$ cat src/lfo_pkg.sv
package lfo_pkg;

    // ************************************************************
    // Timing
    // ************************************************************
    localparam int unsigned CLK_HZ            = 40_000_000;
    localparam int unsigned LF_HZ             = 80_000;
    localparam int unsigned LF_HALF_CYC       = CLK_HZ / (2 * LF_HZ);
    localparam int unsigned LF_TUNE_STEP_CYC  = 4;
    localparam int unsigned LF_TUNE_MID       = 8;
    localparam int unsigned LF_READY_CYCLES   = 16;
    localparam int unsigned SYNC_TIMER_CLOCKS = 3;

    // ************************************************************
    // Register indices (byte address is four times the index)
    // ************************************************************
    localparam logic [11:0] IDX_HF_CTRL    = 12'h0B2;
    localparam logic [11:0] IDX_LF_CTRL    = 12'h0E3;
    localparam logic [11:0] IDX_CLK_SRC    = 12'h010;
    localparam logic [11:0] IDX_CAP_CTRL   = 12'h011;
    localparam logic [11:0] IDX_T2_RELOAD  = 12'h012;
    localparam logic [11:0] IDX_T3_RELOAD  = 12'h013;
    localparam logic [11:0] IDX_IRQ_STATUS = 12'h014;
    localparam logic [11:0] IDX_IRQ_MASK   = 12'h015;

    // ************************************************************
    // Fields and reset values
    // ************************************************************
    localparam int unsigned LF_EN_BIT   = 7;
    localparam int unsigned LF_RDY_BIT  = 6;
    localparam int unsigned LF_TUNE_LSB = 2;
    localparam int unsigned LF_DIV_LSB  = 0;
    localparam int unsigned HF_SYNC_BIT = 4;
    localparam int unsigned HF_DIV_LSB  = 0;
    localparam logic [3:0]  LF_TUNE_RST = 4'h8;
    localparam logic [1:0]  LF_DIV_RST  = 2'h0;
    localparam logic [1:0]  HF_DIV_RST  = 2'h0;

    localparam logic [1:0] SRC_HF_DIV  = 2'h0;
    localparam logic [1:0] SRC_LF      = 2'h1;
    localparam logic [1:0] SRC_LP      = 2'h2;
    localparam logic [1:0] SRC_HF_FULL = 2'h3;

    localparam int unsigned IRQ_LF_READY  = 0;
    localparam int unsigned IRQ_T2_CAP    = 1;
    localparam int unsigned IRQ_T3_CAP    = 2;
    localparam int unsigned IRQ_SYNC_DONE = 3;
    localparam int unsigned IRQ_W         = 4;

    typedef enum logic [1:0] {
        SYNC_IDLE = 2'b01,
        SYNC_WAIT = 2'b10
    } lfo_sync_t;

    // ************************************************************
    // Decoding
    // ************************************************************
    function automatic logic lfoHit(input logic [11:0] addr, input logic [11:0] idx);
        return addr == {idx[9:0], 2'b00};
    endfunction

    function automatic logic [4:0] lfoHfRatio(input logic [1:0] code);
        case (code)
            2'h0:    return 5'h10;
            2'h1:    return 5'h08;
            2'h2:    return 5'h04;
            default: return 5'h02;
        endcase
    endfunction

    function automatic logic [3:0] lfoLfRatio(input logic [1:0] code);
        case (code)
            2'h0:    return 4'h8;
            2'h1:    return 4'h4;
            2'h2:    return 4'h2;
            default: return 4'h1;
        endcase
    endfunction

endpackage

$ cat src/lfo_lf_osc.sv
`timescale 1ns/1ps
`default_nettype none
module lfo_lf_osc
    import lfo_pkg::*;
#(
    parameter int unsigned READY_CYCLES = LF_READY_CYCLES
) (
    input  wire logic       clk,
    input  wire logic       resetn,
    input  wire logic       oscEnable,
    input  wire logic [3:0] fineTune,
    input  wire logic [1:0] divSel,
    input  wire logic       divChange,
    output logic            oscOut,
    output logic            ready
);

    typedef struct packed {
        logic [9:0] halfCnt;
        logic [2:0] divCnt;
        logic       out;
        logic [7:0] rdyCnt;
        logic       ready;
    } lfo_osc_t;

    lfo_osc_t osc_q;
    lfo_osc_t osc_d;
    logic [9:0] halfLen;
    logic       halfTick;

    // Period grows with the tune code: 0 fastest, 15 slowest
    assign halfLen = 10'(LF_HALF_CYC - LF_TUNE_MID * LF_TUNE_STEP_CYC
                         + int'(fineTune) * LF_TUNE_STEP_CYC);
    assign halfTick = oscEnable && (osc_q.halfCnt >= halfLen - 10'h001);

    always_comb begin
        osc_d = osc_q;
        if (!oscEnable) begin
            osc_d.halfCnt = 10'h000;
            osc_d.divCnt  = 3'h0;
            osc_d.out     = 1'b0;
        end else if (halfTick) begin
            osc_d.halfCnt = 10'h000;
            if ({1'b0, osc_q.divCnt} >= lfoLfRatio(divSel) - 4'h1) begin
                osc_d.divCnt = 3'h0;
                osc_d.out    = !osc_q.out;
            end else begin
                osc_d.divCnt = osc_q.divCnt + 3'h1;
            end
            // Half ticks counted, so the limit is twice the cycle count
            if (!osc_q.ready) begin
                if (osc_q.rdyCnt >= 8'(2 * READY_CYCLES - 1)) begin
                    osc_d.ready = 1'b1;
                end else begin
                    osc_d.rdyCnt = osc_q.rdyCnt + 8'h01;
                end
            end
        end else begin
            osc_d.halfCnt = osc_q.halfCnt + 10'h001;
        end
        // Disable alone leaves ready set; only reset or a divider change drops it
        if (divChange) begin
            osc_d.ready  = 1'b0;
            osc_d.rdyCnt = 8'h00;
            osc_d.divCnt = 3'h0;
        end
    end

    always_ff @(posedge clk or negedge resetn) begin
        if (!resetn) begin
            osc_q <= '0;
        end else begin
            osc_q <= osc_d;
        end
    end

    assign oscOut = osc_q.out;
    assign ready  = osc_q.ready;

endmodule
`default_nettype wire

$ cat src/lfo_capture.sv
`timescale 1ns/1ps
`default_nettype none
module lfo_capture
    import lfo_pkg::*;
#(
    parameter bit FALLING = 1'b0
) (
    input  wire logic        clk,
    input  wire logic        resetn,
    input  wire logic        capMode,
    input  wire logic        oscOut,
    input  wire logic [15:0] count,
    input  wire logic        wrEn,
    input  wire logic [15:0] wrData,
    output logic [15:0]      reload,
    output logic             capEvent
);

    typedef struct packed {
        logic        prev;
        logic [15:0] reload;
        logic        evt;
    } lfo_cap_t;

    lfo_cap_t cap_q;
    lfo_cap_t cap_d;
    logic     edgeSeen;

    assign edgeSeen = FALLING ? (cap_q.prev && !oscOut)
                              : (!cap_q.prev && oscOut);

    always_comb begin
        cap_d      = cap_q;
        cap_d.prev = oscOut;
        cap_d.evt  = 1'b0;
        if (wrEn) begin
            cap_d.reload = wrData;
        end
        // Capture beats a software write in the same cycle
        if (capMode && edgeSeen) begin
            cap_d.reload = count;
            cap_d.evt    = 1'b1;
        end
    end

    always_ff @(posedge clk or negedge resetn) begin
        if (!resetn) begin
            cap_q <= '0;
        end else begin
            cap_q <= cap_d;
        end
    end

    assign reload   = cap_q.reload;
    assign capEvent = cap_q.evt;

endmodule
`default_nettype wire

$ cat src/lfo_clock_ctrl.sv
// Behaviour
// - Sync flag high up to three timer clocks
// - HF control bits 3:2 read zero
// - HF divider code selects 16/8/4/2
// - HF divider only affects divided source
// - LF oscillator nominal 80 kHz, post-divided
// - LF divider code selects 8/4/2/1
// - Tune 0000 fastest, 1111 slowest
// - Enable bit starts and stops LF oscillator
// - Ready bit reports stabilized LF oscillator
// - Ready clears only on reset or divider change
// - Timer 2 falling, timer 3 rising capture
// - Capture copies count into reload pair
// - Low-power oscillator on only when selected
`timescale 1ns/1ps
`default_nettype none
module lfo_clock_ctrl
    import lfo_pkg::*;
#(
    parameter int unsigned READY_CYCLES = LF_READY_CYCLES
) (
    input  wire logic        clk,
    input  wire logic        resetn,
    input  wire logic        psel,
    input  wire logic        penable,
    input  wire logic        pwrite,
    input  wire logic [11:0] paddr,
    input  wire logic [31:0] pwdata,
    output logic [31:0]      prdata,
    output logic             pready,
    output logic             pslverr,
    input  wire logic        suspendWake,
    input  wire logic        wakeTimerTick,
    input  wire logic        lpOscTick,
    input  wire logic [15:0] t2Count,
    input  wire logic [15:0] t3Count,
    output logic             sysClkTick,
    output logic             lfOscOut,
    output logic             lpOscEnable,
    output logic             irq
);

    // ************************************************************
    // State
    // ************************************************************
    typedef struct packed {
        logic             lfEn;
        logic [3:0]       lfTune;
        logic [1:0]       lfDiv;
        logic [1:0]       hfDiv;
        logic [1:0]       clkSrc;
        logic [1:0]       capMode;
        logic [IRQ_W-1:0] irqStat;
        logic [IRQ_W-1:0] irqMask;
        lfo_sync_t        sync;
        logic [1:0]       syncCnt;
        logic [3:0]       hfCnt;
        logic             sysTick;
        logic             lfPrev;
        logic             rdyPrev;
        // Registered so prdata cannot glitch
        logic [31:0]      rdata;
    } lfo_ctrl_t;

    lfo_ctrl_t ctl_q;
    lfo_ctrl_t ctl_d;

    logic        wrEn;
    logic        rdSetup;
    logic        mapped;
    logic        lfWrite;
    logic        divChange;
    logic        lfOut;
    logic        lfReady;
    logic        hfTick;
    logic        syncFlag;
    logic [31:0] readMux;
    logic [4:0]  hfRatio;
    logic [1:0]  capEvent;
    logic [15:0] capCount [2];
    logic [15:0] capReload [2];
    logic [1:0]  capWr;
    logic [IRQ_W-1:0] irqSet;

    // ************************************************************
    // APB decode
    // ************************************************************
    assign wrEn    = psel && penable && pwrite;
    assign rdSetup = psel && !penable && !pwrite;
    assign mapped  = lfoHit(paddr, IDX_HF_CTRL)    || lfoHit(paddr, IDX_LF_CTRL)
                  || lfoHit(paddr, IDX_CLK_SRC)    || lfoHit(paddr, IDX_CAP_CTRL)
                  || lfoHit(paddr, IDX_T2_RELOAD)  || lfoHit(paddr, IDX_T3_RELOAD)
                  || lfoHit(paddr, IDX_IRQ_STATUS) || lfoHit(paddr, IDX_IRQ_MASK);
    // No wait states; read data is caught in the setup cycle
    assign pready  = 1'b1;
    // Unmapped: error, reads zero
    assign pslverr = psel && penable && !mapped;

    assign lfWrite   = wrEn && lfoHit(paddr, IDX_LF_CTRL);
    // Same-value rewrite keeps ready
    assign divChange = lfWrite
                    && (pwdata[LF_DIV_LSB +: 2] != ctl_q.lfDiv);
    assign capWr[0]  = wrEn && lfoHit(paddr, IDX_T2_RELOAD);
    assign capWr[1]  = wrEn && lfoHit(paddr, IDX_T3_RELOAD);
    assign capCount[0] = t2Count;
    assign capCount[1] = t3Count;

    // Hardware clears; software only polls
    assign syncFlag  = (ctl_q.sync == SYNC_WAIT);

    // ************************************************************
    // Read mux
    // ************************************************************
    always_comb begin
        readMux = 32'h0000_0000;
        if (lfoHit(paddr, IDX_HF_CTRL)) begin
            // Bits 3:2 are never stored and always read zero
            readMux[HF_SYNC_BIT]       = syncFlag;
            readMux[HF_DIV_LSB +: 2]   = ctl_q.hfDiv;
        end else if (lfoHit(paddr, IDX_LF_CTRL)) begin
            readMux[LF_EN_BIT]         = ctl_q.lfEn;
            readMux[LF_RDY_BIT]        = lfReady;
            readMux[LF_TUNE_LSB +: 4]  = ctl_q.lfTune;
            readMux[LF_DIV_LSB +: 2]   = ctl_q.lfDiv;
        end else if (lfoHit(paddr, IDX_CLK_SRC)) begin
            readMux[1:0] = ctl_q.clkSrc;
        end else if (lfoHit(paddr, IDX_CAP_CTRL)) begin
            readMux[1:0] = ctl_q.capMode;
        end else if (lfoHit(paddr, IDX_T2_RELOAD)) begin
            readMux[15:0] = capReload[0];
        end else if (lfoHit(paddr, IDX_T3_RELOAD)) begin
            readMux[15:0] = capReload[1];
        end else if (lfoHit(paddr, IDX_IRQ_STATUS)) begin
            readMux[IRQ_W-1:0] = ctl_q.irqStat;
        end else if (lfoHit(paddr, IDX_IRQ_MASK)) begin
            readMux[IRQ_W-1:0] = ctl_q.irqMask;
        end
    end

    // ************************************************************
    // HF divider
    // ************************************************************
    assign hfRatio = lfoHfRatio(ctl_q.hfDiv);
    assign hfTick  = ({1'b0, ctl_q.hfCnt} >= hfRatio - 5'h01);

    // ************************************************************
    // Event collection
    // ************************************************************
    always_comb begin
        irqSet                = '0;
        // Rising edge only, no refire
        irqSet[IRQ_LF_READY]  = lfReady && !ctl_q.rdyPrev;
        irqSet[IRQ_T2_CAP]    = capEvent[0];
        irqSet[IRQ_T3_CAP]    = capEvent[1];
        irqSet[IRQ_SYNC_DONE] = syncFlag && wakeTimerTick && !suspendWake
                             && (ctl_q.syncCnt == 2'(SYNC_TIMER_CLOCKS - 1));
    end

    // ************************************************************
    // Next state
    // ************************************************************
    always_comb begin
        ctl_d         = ctl_q;
        ctl_d.rdyPrev = lfReady;
        ctl_d.lfPrev  = lfOut;

        // Caught at setup so access needs no wait
        if (rdSetup) begin
            ctl_d.rdata = readMux;
        end

        if (wrEn) begin
            if (lfoHit(paddr, IDX_HF_CTRL)) begin
                ctl_d.hfDiv = pwdata[HF_DIV_LSB +: 2];
            end
            if (lfWrite) begin
                ctl_d.lfEn   = pwdata[LF_EN_BIT];
                // Tune is taken at any time; firmware keeps it to disabled periods
                ctl_d.lfTune = pwdata[LF_TUNE_LSB +: 4];
                ctl_d.lfDiv  = pwdata[LF_DIV_LSB +: 2];
            end
            if (lfoHit(paddr, IDX_CLK_SRC)) begin
                ctl_d.clkSrc = pwdata[1:0];
            end
            if (lfoHit(paddr, IDX_CAP_CTRL)) begin
                ctl_d.capMode = pwdata[1:0];
            end
            if (lfoHit(paddr, IDX_IRQ_MASK)) begin
                ctl_d.irqMask = pwdata[IRQ_W-1:0];
            end
            if (lfoHit(paddr, IDX_IRQ_STATUS)) begin
                ctl_d.irqStat = ctl_q.irqStat & ~pwdata[IRQ_W-1:0];
            end
        end
        // Set after clear so a same-cycle event is kept
        ctl_d.irqStat = ctl_d.irqStat | irqSet;

        // Wake timer handshake
        case (ctl_q.sync)
            SYNC_IDLE: begin
                if (suspendWake) begin
                    ctl_d.sync    = SYNC_WAIT;
                    ctl_d.syncCnt = 2'h0;
                end
            end
            SYNC_WAIT: begin
                // A fresh wake source restarts
                if (suspendWake) begin
                    ctl_d.syncCnt = 2'h0;
                end else if (wakeTimerTick) begin
                    if (ctl_q.syncCnt == 2'(SYNC_TIMER_CLOCKS - 1)) begin
                        ctl_d.sync = SYNC_IDLE;
                    end else begin
                        ctl_d.syncCnt = ctl_q.syncCnt + 2'h1;
                    end
                end
            end
            default: begin
                ctl_d.sync = SYNC_IDLE;
            end
        endcase

        // HF post-divider runs on the main clock
        // Free-running; ratio change acts at once
        if (hfTick) begin
            ctl_d.hfCnt = 4'h0;
        end else begin
            ctl_d.hfCnt = ctl_q.hfCnt + 4'h1;
        end

        // System clock enable per selected source
        // LF ticks once per output rise
        case (ctl_q.clkSrc)
            SRC_HF_DIV:  ctl_d.sysTick = hfTick;
            SRC_LF:      ctl_d.sysTick = lfOut && !ctl_q.lfPrev;
            SRC_LP:      ctl_d.sysTick = lpOscTick;
            SRC_HF_FULL: ctl_d.sysTick = 1'b1;
            default:     ctl_d.sysTick = 1'b0;
        endcase
    end

    always_ff @(posedge clk or negedge resetn) begin
        if (!resetn) begin
            ctl_q         <= '0;
            ctl_q.lfTune  <= LF_TUNE_RST;
            ctl_q.lfDiv   <= LF_DIV_RST;
            ctl_q.hfDiv   <= HF_DIV_RST;
            ctl_q.clkSrc  <= SRC_HF_DIV;
            ctl_q.sync    <= SYNC_IDLE;
        end else begin
            ctl_q <= ctl_d;
        end
    end

    // ************************************************************
    // LF oscillator and capture units
    // ************************************************************
    lfo_lf_osc #(
        .READY_CYCLES (READY_CYCLES)
    ) uOsc (
        .clk       (clk),
        .resetn    (resetn),
        .oscEnable (ctl_q.lfEn),
        .fineTune  (ctl_q.lfTune),
        .divSel    (ctl_q.lfDiv),
        .divChange (divChange),
        .oscOut    (lfOut),
        .ready     (lfReady)
    );

    // Timer 2 falling, timer 3 rising
    genvar g;
    generate
        for (g = 0; g < 2; g++) begin : gCap
            lfo_capture #(
                .FALLING (g == 0)
            ) uCap (
                .clk      (clk),
                .resetn   (resetn),
                .capMode  (ctl_q.capMode[g]),
                .oscOut   (lfOut),
                .count    (capCount[g]),
                .wrEn     (capWr[g]),
                .wrData   (pwdata[15:0]),
                .reload   (capReload[g]),
                .capEvent (capEvent[g])
            );
        end
    endgenerate

    // ************************************************************
    // Outputs
    // ************************************************************
    assign prdata      = ctl_q.rdata;
    assign sysClkTick  = ctl_q.sysTick;
    assign lfOscOut    = lfOut;
    // Powered only while selected
    assign lpOscEnable = (ctl_q.clkSrc == SRC_LP);
    // Level; drops once unmasked bits clear
    assign irq         = |(ctl_q.irqStat & ctl_q.irqMask);

endmodule
`default_nettype wire

$ cat config.mk
export PLATFORM = sky130hd
export DESIGN_NAME = lfo_clock_ctrl
export DESIGN_NICKNAME = d
export VERILOG_FILES = /design/src/lfo_pkg.sv /design/src/lfo_lf_osc.sv /design/src/lfo_capture.sv /design/src/lfo_clock_ctrl.sv
export SDC_FILE = /design/constraint.sdc
export NUM_CORES = 1
export LEC_CHECK = 0
export BUFFER_PORTS_ARGS = -buffer_cell sky130_fd_sc_hd__buf_2
export CORE_ASPECT_RATIO = 0.6
export CORE_MARGIN = 2
export CORE_UTILIZATION = 25
export DETAILED_ROUTE_END_ITERATION = 16
export SETUP_SLACK_MARGIN = 0.05
export SLEW_MARGIN = 40
export SYNTH_ARGS = -nofsm -noshare
export SYNTH_HDL_FRONTEND = slang
export SYNTH_HIERARCHICAL = 1
export SYNTH_SLANG_ARGS = --single-unit
$ cat constraint.sdc
create_clock -name clk -period 3.6 [get_ports clk]
set_input_delay 0.18 -clock clk [delete_from_list [all_inputs] [get_ports clk]]
set_output_delay 0.18 -clock clk [all_outputs]
set_load 0.03 [all_outputs]
Word-level counts from Yosys, hierarchy flattened

Index checks and enable logic that the tools add are counted.

$add $sub $neg: 9
Magnitude comparators: 4
Equal/unequal tests: 30
Mux-type cells: 47
Bitwise logic cells: 4
Reductions and logical operators: 51

Operators by type and width:

| cell                    | count |
|---|---|
| $eq A12 B7 Y1 const B   | 6 |
| $mux W16                | 3 |
| $mux W14                | 3 |
| $mux W4                 | 10 |
| $mux W17                | 2 |
| $mux W8                 | 4 |
| $mux W9                 | 3 |
| $eq A12 B10 Y1 const B  | 2 |
| $logic_and A1 B1 Y1     | 18 |
| $mux W2                 | 8 |
| $pmux W5 S3             | 1 |
| $reduce_and A2 Y1       | 7 |
| $mux W13                | 1 |
| $eq A2 B2 Y1 const B    | 6 |
| $mux W12                | 1 |
| $pmux W4 S3             | 1 |
| $reduce_and A4 Y1       | 3 |
| $mux W11                | 1 |
| $add A10 B1 Y10 const B | 1 |
| $ge A10 B10 Y1          | 1 |
| $mux W10                | 1 |
| $ne A2 B2 Y1 const B    | 5 |
| $reduce_bool A2 Y1      | 5 |
| $sub A10 B1 Y10 const B | 1 |
| other kinds (26)        | 51 |

Flip-flop bits (word level): 105
Input port bits: 84
Output and inout bits: 38
Word-level logic and storage cells: 169

Depth between registers and ports, before layout

Gate-level depths: netlist of the first run.

Word-level depth: 12
Gate-level depth with buffers: 12
Depth with buffers taken out: 11

Hierarchy

Netlist of the first run, hierarchy kept.

Modules (own cells, without submodules):

| module         | times used | cells each | area an instance (µm²) | sequential area each (µm²) |
|---|---|---|---|---|
| lfo_clock_ctrl | 1          | 284        | 2851.5                 | 1203.7 |
| lfo_capture    | 2          | 71         | 1063.5                 | 450.4 |
| lfo_lf_osc     | 1          | 148        | 1418.9                 | 575.6 |

Worst setup path after synthesis of the first run

Ideal clock, no wire load.

Kind: reg-to-reg
Start: reg ctl_q[60] in the netlist's numbering
End: reg uOsc/osc_q[1] in the netlist's numbering
Library setup time: 125 ps
Arrival: 2438 ps
Required time: 3475 ps
Setup slack: 1037 ps
Cell stages (with the launch flop): 12
Path buffers: 0
Period minus slack after synthesis: 2563 ps
Cells stage by stage: dfrtp_1 > inv_1 > ha_1 > inv_1 > ha_1 > inv_1 > ha_1 > a21o_1 > a2111oi_2 > nand2_2 > and3_4 > mux2_4

Cells in the longest elaborated chain, start to end: 6

RTL lines:

| item                         | line                  | text |
|---|---|---|
| start: declaration           | lfo_clock_ctrl.sv:65  | `lfo_ctrl_t ctl_q;` |
| start signal: assignment     | lfo_clock_ctrl.sv:251 | `ctl_q <= ctl_d;` |
| $add A8 B6 Y9                | lfo_lf_osc.sv:33      | `+ int'(fineTune) * LF_TUNE_STEP_CYC);` |
| $sub A10 B1 Y10              | lfo_lf_osc.sv:34      | `assign halfTick = oscEnable && (osc_q.halfCnt >= halfLen - 10'h001);` |
| $ge A10 B10 Y1               | lfo_lf_osc.sv:34      |  |
| $logic_and A1 B1 Y1          | lfo_lf_osc.sv:34      |  |
| $reduce_bool A2 Y1 (no line) | -                     |  |
| $reduce_and A4 Y1 (no line)  | -                     |  |
| end signal: assignment       | lfo_lf_osc.sv:73      | `osc_q <= osc_d;` |
| end: declaration             | lfo_lf_osc.sv:26      | `lfo_osc_t osc_q;` |

Every way passes these cells.
A chain may end at the register's enable or synchronous reset.

==> metrics.md, run 1 <==
| Metric | Value |
|---|---|
| Status | `complete, no violations` |
| Detailed Place HPWL | `approximately 12000 um` |
| Routed vias/inst | `between 4 and 5` |
| Synth cell types | `63` |
| Data required, critical path | `3.87 ns` |
| Yosys warning total | `6` |
| Remaining design rule violation count | `0` |
| WS Path Type | `reg2reg` |
| Syn Area/Cell | `11.15 um^2` |
| Crit path from | `ctl_q[61]` |
| Cell area power density | `about 380 nW/um^2` |
| Seq/Total Area, Yosys | `41.89%` |
| Die X | `210.5 um` |
| Vias in the first global route | `around 4100` |
| CTS Buf Count | `9` |
| Critical path arrival | `~3.1 ns` |
| TritonCTS clock tree | `done` |
| HP Start | `t3Count[1]` |
| Register bit total from synthesis | `107` |
| Max Clk Rate | `approximately 350 MHz` |
| Gr usage total | `between 10% and 20%` |
| CP Cell Sequence | `inv_1, ha_1, inv_1, ha_1, inv_1, ha_1, a21o_1, a2111oi_2, and2_1, nand2_2, nor2_1` |
| Initial antenna violation count | `0` |
| IO Port Bufs | `88` |
| # Post-CTS Setup Buffers | `0` |
| Vias | `~4300` |
| First-pass DRT Iterations | `5` |
| Logic gate share of total power | `11.9%` |
| Global route total overflow | `0` |
| Relative slew slack | `between 40% and 50%` |
| Largest net degree at the start of global routing | `71` |
| Setup Skew | `approximately 0.012 ns` |
| Core area | `~25000 um^2` |
| Max-slew violations | `0` |
| Post-synth EDFFs | `0` |
| Clk sinks | `around 110` |
| Worst Setup Start Kind | `register` |
| Worst-margin pin slew | `approximately 0.75 ns` |
| CTS max path bufs | `2` |
| Top-level I/O count | `roughly 120` |
| Ys flop type | `dfrtp_1` |
| DRT antenna net count | `0` |
| Top cells by area, synth | `dfrtp_1 (41%), mux2_4 (10%), buf_4 (7.6%), mux2_2 (7.6%), ha_1 (4.7%)` |
| Post-synth top cells | `dfrtp_1 (105), buf_4 (65), mux2_2 (43), mux2_4 (43), nand2_1 (33)` |
| Initial Utilization | `roughly a quarter` |
| Mapped Area | `approximately 6400 um^2` |
| Min-Delay Path Class | `in2reg` |
| Die area | `roughly 27000 um^2` |
| Final min period | `approximately 2.8 ns` |
| Clock power frac | `~40%` |
| Switch Pwr | `about 670 uW` |
| Number of H-tree levels | `3` |
| FILL cells | `approximately 2600` |
| Crit. End Element | `register` |
| Sequential cell area | `between 2000 and 3000 um^2` |
| Slowest stage delay, CP | `0.49 ns` |
| Wire length per cell | `16.87 um` |
| Final Net Count | `~700` |
| Reg clk slew, reported paths | `0.07 ns` |
| Sw Share | `between 20% and 30%` |
| Antenna cells | `0` |
| Setup TNS | `0 ns` |
| Hold Vio Cnt, Final | `0` |
| Top-count cell post-synth | `dfrtp_1` |
| Routability cong. | `0.8678` |
| P_int | `approximately 2.0 mW` |
| Ys async rst share | `100.0%` |
| R2R depth | `11` |
| Yosys top cell by area | `dfrtp_1` |
| Multi-input logic area | `3073 um^2` |
| Share of cells above drive strength 1 | `a little over a third` |
| Unrepaired setup endpoints after global routing | `no` |
| Height of the die | `around 130 um` |
| Levels on crit path | `11` |
| Buffers & Inverters on Critical Path | `3` |
| Worst R2R Start | `ctl_q[61]` |
| Post-Route WL | `15960 um` |
| Worst skew pair latency | `approximately 0.35 ns` |
| Final hold slack | `between 0.05 and 0.06 ns` |
| Part of the cycle the worst path needs | `79.09%` |
| Synth top area share | `roughly two fifths` |
| First-pass GRT wire length | `between 20000 and 25000 um` |
| Leak | `approximately 3.4 nW` |
| Num rows | `45` |
| Final setup fails | `0` |
| Worst-path maximum fanout | `9` |
| Synth-to-Final Area Change | `11.01%` |
| First-iteration detailed-routing DRC count | `roughly 340` |
| Hold path depth | `2` |
| Worst VDD drop | `189.0 uV` |
| Sequential share of power | `47.4%` |
| Worst path top cell family by delay | `simple AND/OR/NAND/NOR gates` |
| Slowest-stage cell, CP | `dfrtp_1` |
| Total of max-cap violations | `0` |
| Cells after Synth | `about 570` |
| Root buffer cell | `clkbuf_16` |
## through the flow
stage               power [mW]  cell area [um^2]  setup slack (ns)  instances  utilization (%)
floorplan                1.546              6454             1.037        589                -
CTS                      2.753              7096            0.7589        946            28.13
global route             2.848              7102            0.5559        946            28.15
global placement         1.628              6753            0.8150        929            26.77
finish                   2.715              7102            0.7528        946            28.15
detailed placement       1.636              6756            0.7725        929            26.79
## sequential cells by signal, indices dropped and copies added, names as in the netlist
register	flops
gCap.uCap/capEvent	2
uOsc/osc_q	21
ctl_q	31
uOsc/oscOut	1
uOsc/ready	1
gCap.uCap/cap_q	2
sysClkTick	1
gCap.uCap/reload	32
prdata	16
## cells by family (layout without fill, tap and decap cells)
kind of cell	count (synthesis)	after routing	synth area share, %
other	2	17	0.1174
and+or+nand+nor	143	143	12.03
AOI/OAI and AO/OA	79	79	8.508
muxes	101	101	20.01
DFF	107	107	41.89
adders and majority gates	24	24	4.694
buffers and inverters	107	135	11.25
xor gates and xnor gates	11	11	1.506
## repair_timing
| action | 4_1_cts | 5_1_grt |
|---|---|---|
| resized for setup | 0 | 0 |
| hold buffers | 1 | 0 |
| hold endpoints to repair | 68 | 0 |
## power groups by stage
stage	Combinational, mW	Clock [mW]	Sequential [mW]
floorplan	0.245	0	1.30
global placement	0.319	0	1.31
detailed placement	0.327	0	1.31
CTS	0.327	1.14	1.29
global route	0.366	1.19	1.29
finish	0.324	1.10	1.29
## routing by layer
| layer | vias up | GRT usage [%] | wire (um) |
|---|---|---|---|
| li1 | 2022 | - | - |
| met1 | 2140 | 20.35 | 8973 |
| met2 | 155 | 15.21 | 5781 |
| met3 | 10 | 3.307 | 1095 |
| met4 | 0 | 2.154 | 105 |
| met5 | - | 0 | 0 |
## cells in the final DEF (no fill, tap or decap), drive strengths merged, types with 2 or more instances in the layout
master   synthesis  layout
or2              2       2
mux2            86      86
bufinv           0       2
ha              24      24
inv             23      23
a31oi            4       4
xnor2            6       6
xor2             5       5
nand2           35      35
o21a             3       3
nor2b            9       9
clkbuf           9      12
or4              2       2
a211oi           2       2
nor3            12      12
mux2i           15      15
a22oi            6       6
nor2            33      33
nand3           12      12
a21oi           15      15
buf             75      95
a21o             9       9
or3              3       3
nand2b           5       5
nor4             6       6
o221ai           2       2
conb             2      17
and3             2       2
dfrtp          105     105
and2             4       4
a221o            5       5
o2bb2ai          2       2
o21ai           19      19
dfstp            2       2
o31ai            2       2
nand3b           3       3
nand4            9       9
## worst paths after layout
check                                    endpoint  slack, ns
max                                uOsc/osc_q[21]       0.75
min                        gCap[1].uCap/reload[1]       0.05
max reg2reg                        uOsc/osc_q[21]       0.75
min reg2reg                             ctl_q[49]       0.43
max in group asynchronous               ctl_q[41]       2.47
min in group asynchronous  gCap[0].uCap/reload[7]       0.40
## final cells by class
cell class,count,share of cell area (%)
timing repair buffer,96,7.347
sequential,107,37.74
inverter,23,1.216
clock inverter,4,1.022
tap,329,5.796
clock buffer,12,3.612
multi-input combinational,375,43.27
No activity file was read; power rests on OpenSTA's default activity.
==> inputs of run 2 (changes only) <==
--- a/config.mk
+++ b/config.mk
@@ -5,6 +5,7 @@
 export SDC_FILE = /design/constraint.sdc
 export NUM_CORES = 1
 export LEC_CHECK = 0
+export ABC_AREA = 1
 export BUFFER_PORTS_ARGS = -buffer_cell sky130_fd_sc_hd__buf_2
 export CORE_ASPECT_RATIO = 0.6
 export CORE_MARGIN = 2
==> constraint.sdc (replaced) <==
create_clock -name clk -period 2.7 [get_ports clk]
set_input_delay 0.135 -clock clk [delete_from_list [all_inputs] [get_ports clk]]
set_output_delay 0.135 -clock clk [all_outputs]
set_load 0.03 [all_outputs]
==> run 2 against run 1 <==
  * Combinational power grew 18%
  * First-iteration DRC count rose by 46%
  * Design area grew 4.1%
  * Register-to-register slack got worse by 0.27 ns
  * Setup slack got worse by 0.27 ns
  * Count of clock-buffer cells in the layout fell by 3
  * Non-clock buffer count rose by 2
  * Synthesized cell count grew 57%
  * Critical endpoint is now uOsc/osc_q[10]
  * Largest power group unchanged
  * Highest routed layer is now met5
==> metrics.md, run 2 <==
| Metric | Value |
|---|---|
| Unrepaired setup endpoints after global routing | `no` |
| Leak | `roughly 3.9 nW` |
| TritonCTS clock tree | `done` |
| Die area | `28060 um^2` |
| Vias in the first global route | `4949` |
| Initial antenna violation count | `2` |
| First-iteration detailed-routing DRC count | `between 400 and 500` |
| Cells after Synth | `904` |
| DRT antenna net count | `0` |
| WS Path Type | `reg2reg` |
| Worst Setup Start Kind | `register` |
| Worst VDD drop | `between 300 and 400 uV` |
| Height of the die | `130.6 um` |
| Multi-input logic area | `approximately 3000 um^2` |
| Syn Area/Cell | `around 7.4 um^2` |
| Routed met2 length | `7081 um` |
| Crit. End Element | `register` |
| Fin cells | `1306` |
| CTS max path bufs | `2` |
| First-pass GRT wire length | `roughly 28000 um` |
| Routed vias/inst | `about 4.2` |
| Max Clk Rate | `roughly 450 MHz` |
| Top-level I/O count | `~120` |
| Wire length per cell | `13.60 um` |
| Dpl cell area | `a little over 7000 um^2` |
| Top cells by area, synth | `dfrtp_1 (39%), nand2_1 (19%), buf_4 (8.3%), inv_1 (6.0%), nand3_1 (5.8%)` |
| Sequential cell area | `between 2000 and 3000 um^2` |
| Min-Delay Path Class | `in2reg` |
| Top-count cell post-synth | `nand2_1` |
| Largest net degree at the start of global routing | `56` |
| Mapped Area | `approximately 6700 um^2` |
| CTS Buf Count | `9` |
| Seq/Total Area, Yosys | `around two fifths` |
| Max-slew violations | `0` |
| Vias | `~5500` |
| # Post-CTS Setup Buffers | `0` |
| Routability cong. | `between 0.8 and 0.9` |
| Cell area power density | `464.3 nW/um^2` |
| Largest register FFs | `32` |
| Relative slew slack | `around 49%` |
| Initial Utilization | `about a quarter` |
| Synth-to-Final Area Change | `10.72%` |
| Ys async rst share | `100.0%` |
| Global route total overflow | `0` |
| Ys flop type | `dfrtp_1` |
| Die X | `214.9 um` |
| Num rows | `46` |
| Register bit total from synthesis | `about 110` |
| Synth top area share | `about two fifths` |
| Gr usage total | `between 10% and 20%` |
| Post-synth EDFFs | `0` |
| Hold Vio Cnt, Final | `0` |
| Worst-path maximum fanout | `5` |
| Final setup fails | `0` |
| Total chip power | `3.431 mW` |
| WL met3 | `about 970 um` |
| Share of cells above drive strength 1 | `around 16%` |
| Total of max-cap violations | `0` |
| Clk sinks | `107` |
| IO Port Bufs | `88` |
| Reg clk slew, reported paths | `approximately 0.08 ns` |
| Part of the cycle the worst path needs | `~80%` |
| Routed metal-1 wire length | `between 9000 and 10000 um` |
| Data required, critical path | `around 3.0 ns` |
| Most common library cell in the layout ignoring fill and taps | `nand2_1` |
| Most frequent cells in the layout | `nand2_1 (329), inv_1 (107), dfrtp_1 (105)` |
| Cell count after placement | `about 1300` |
| Setup TNS | `0 ns` |
| First-pass DRT Iterations | `5` |
| Post-synth top cells | `nand2_1 (329), inv_1 (107), dfrtp_1 (105)` |
| Hold_buf cts | `1` |
| Remaining design rule violation count | `0` |
| Core area | `roughly 26000 um^2` |
| Final Net Count | `about 1000` |
| Number of H-tree levels | `3` |
| Synth cell types | `45` |
| Final WS setup | `approximately 0.5 ns` |
| Worst skew pair latency | `0.36 ns` |
| Post-Route WL | `~18000 um` |
| Worst-margin pin slew | `between 0.7 and 0.8 ns` |
| Status | `complete, no violations` |
| Highest metal used | `met5` |
| Setup Skew | `around 0.013 ns` |
| FILL cells | `about 2900` |
| Yosys warning total | `6` |
| Detailed Place HPWL | `13820 um` |
| CTS resizes | `0` |
| Root buffer cell | `clkbuf_16` |
| Worst slack, placed | `roughly 0.54 ns` |
| Yosys top cell by area | `dfrtp_1` |
| Critical path arrival | `2.46 ns` |
| Design Area, Final | `around 7400 um^2` |
| Final min period | `~2.2 ns` |
==> run 2: cell types whose count changed in the layout (fill, tap and decap cells not counted), sizes merged, moves of 6 or more <==
| cell | change |
|---|---|
| a21o | -8 |
| clkinv | +6 |
| inv | +91 |
| mux2 | -83 |
| mux2i | -15 |
| nand2 | +302 |
| nand3 | +68 |
| nor2 | +26 |
| nor2b | -9 |
| nor3 | -7 |
| nor4 | -6 |
| o21ai | +16 |
==> run 2: path summary, 6_finish.rpt <==
kind,depth (start not counted),start,slack (ns),end
worst min register to register,1,ctl_q[32],0.41,ctl_q[47]
min in group asynchronous,2,resetn,0.27,gCap[0].uCap/reload[14]
worst max-delay path,12,ctl_q[60],0.49,uOsc/osc_q[10]
worst max register to register,12,ctl_q[60],0.49,uOsc/osc_q[10]
worst min-delay path,3,wakeTimerTick,0.05,ctl_q[50]
max in group asynchronous,3,resetn,1.72,prdata[9]
==> run 2: cells by family after synthesis <==
family | after synthesis | synth area share [%]
other cells | 2 | 0.1125
xor+xnor | 7 | 0.9187
compound gates | 62 | 5.474
fa+ha+maj | 24 | 4.499
buf+inv | 202 | 16.03
mux | 3 | 0.5623
simple gates | 497 | 32.25
flops | 107 | 40.16
==> run 2: power breakdown <==
group	total [mW]	internal, mW	switching, mW
combinational	0.383	0.132	0.251
clock	1.36	0.669	0.695
sequential	1.68	1.65	0.0307
==> run 2: cell type report <==
type                    count  area share, %
repair buffers             98          7.213
multi-input cells         610          40.33
flip-flops and latches    107          36.27
diodes                      1        0.03386
clock buffers               9          3.048
well taps                 360          6.095
clock inverters             7          1.202
inverters                 114          5.808
==> run 2: metrics by stage <==
stage	util (%)	hold WS, ns
after floorplan	-	-0.1606
after global placement	26.85	0.1124
after detailed placement	26.85	0.1235
after CTS	28.08	0.03318
after global routing	28.08	0.05885
final	28.09	0.04827
==> run 2: per-layer routing <==
metal / up-vias / global-route usage (%)
li1: 2811 / -
met1: 2566 / 20.36
met2: 141 / 17.88
met3: 11 / 3.056
met4: 2 / 1.961
met5: - / 0
==> run 2: critical path, stage by stage, from the launching register on <==
cell,delay [ns]
dfrtp_1,0.43
inv_1,0.08
ha_1,0.14
inv_1,0.04
ha_1,0.26
inv_1,0.04
ha_1,0.28
a21oi_1,0.19
nand2_1,0.08
nand2_1,0.09
nand3_1,0.21
a21oi_1,0.21
nor2_1,0.06
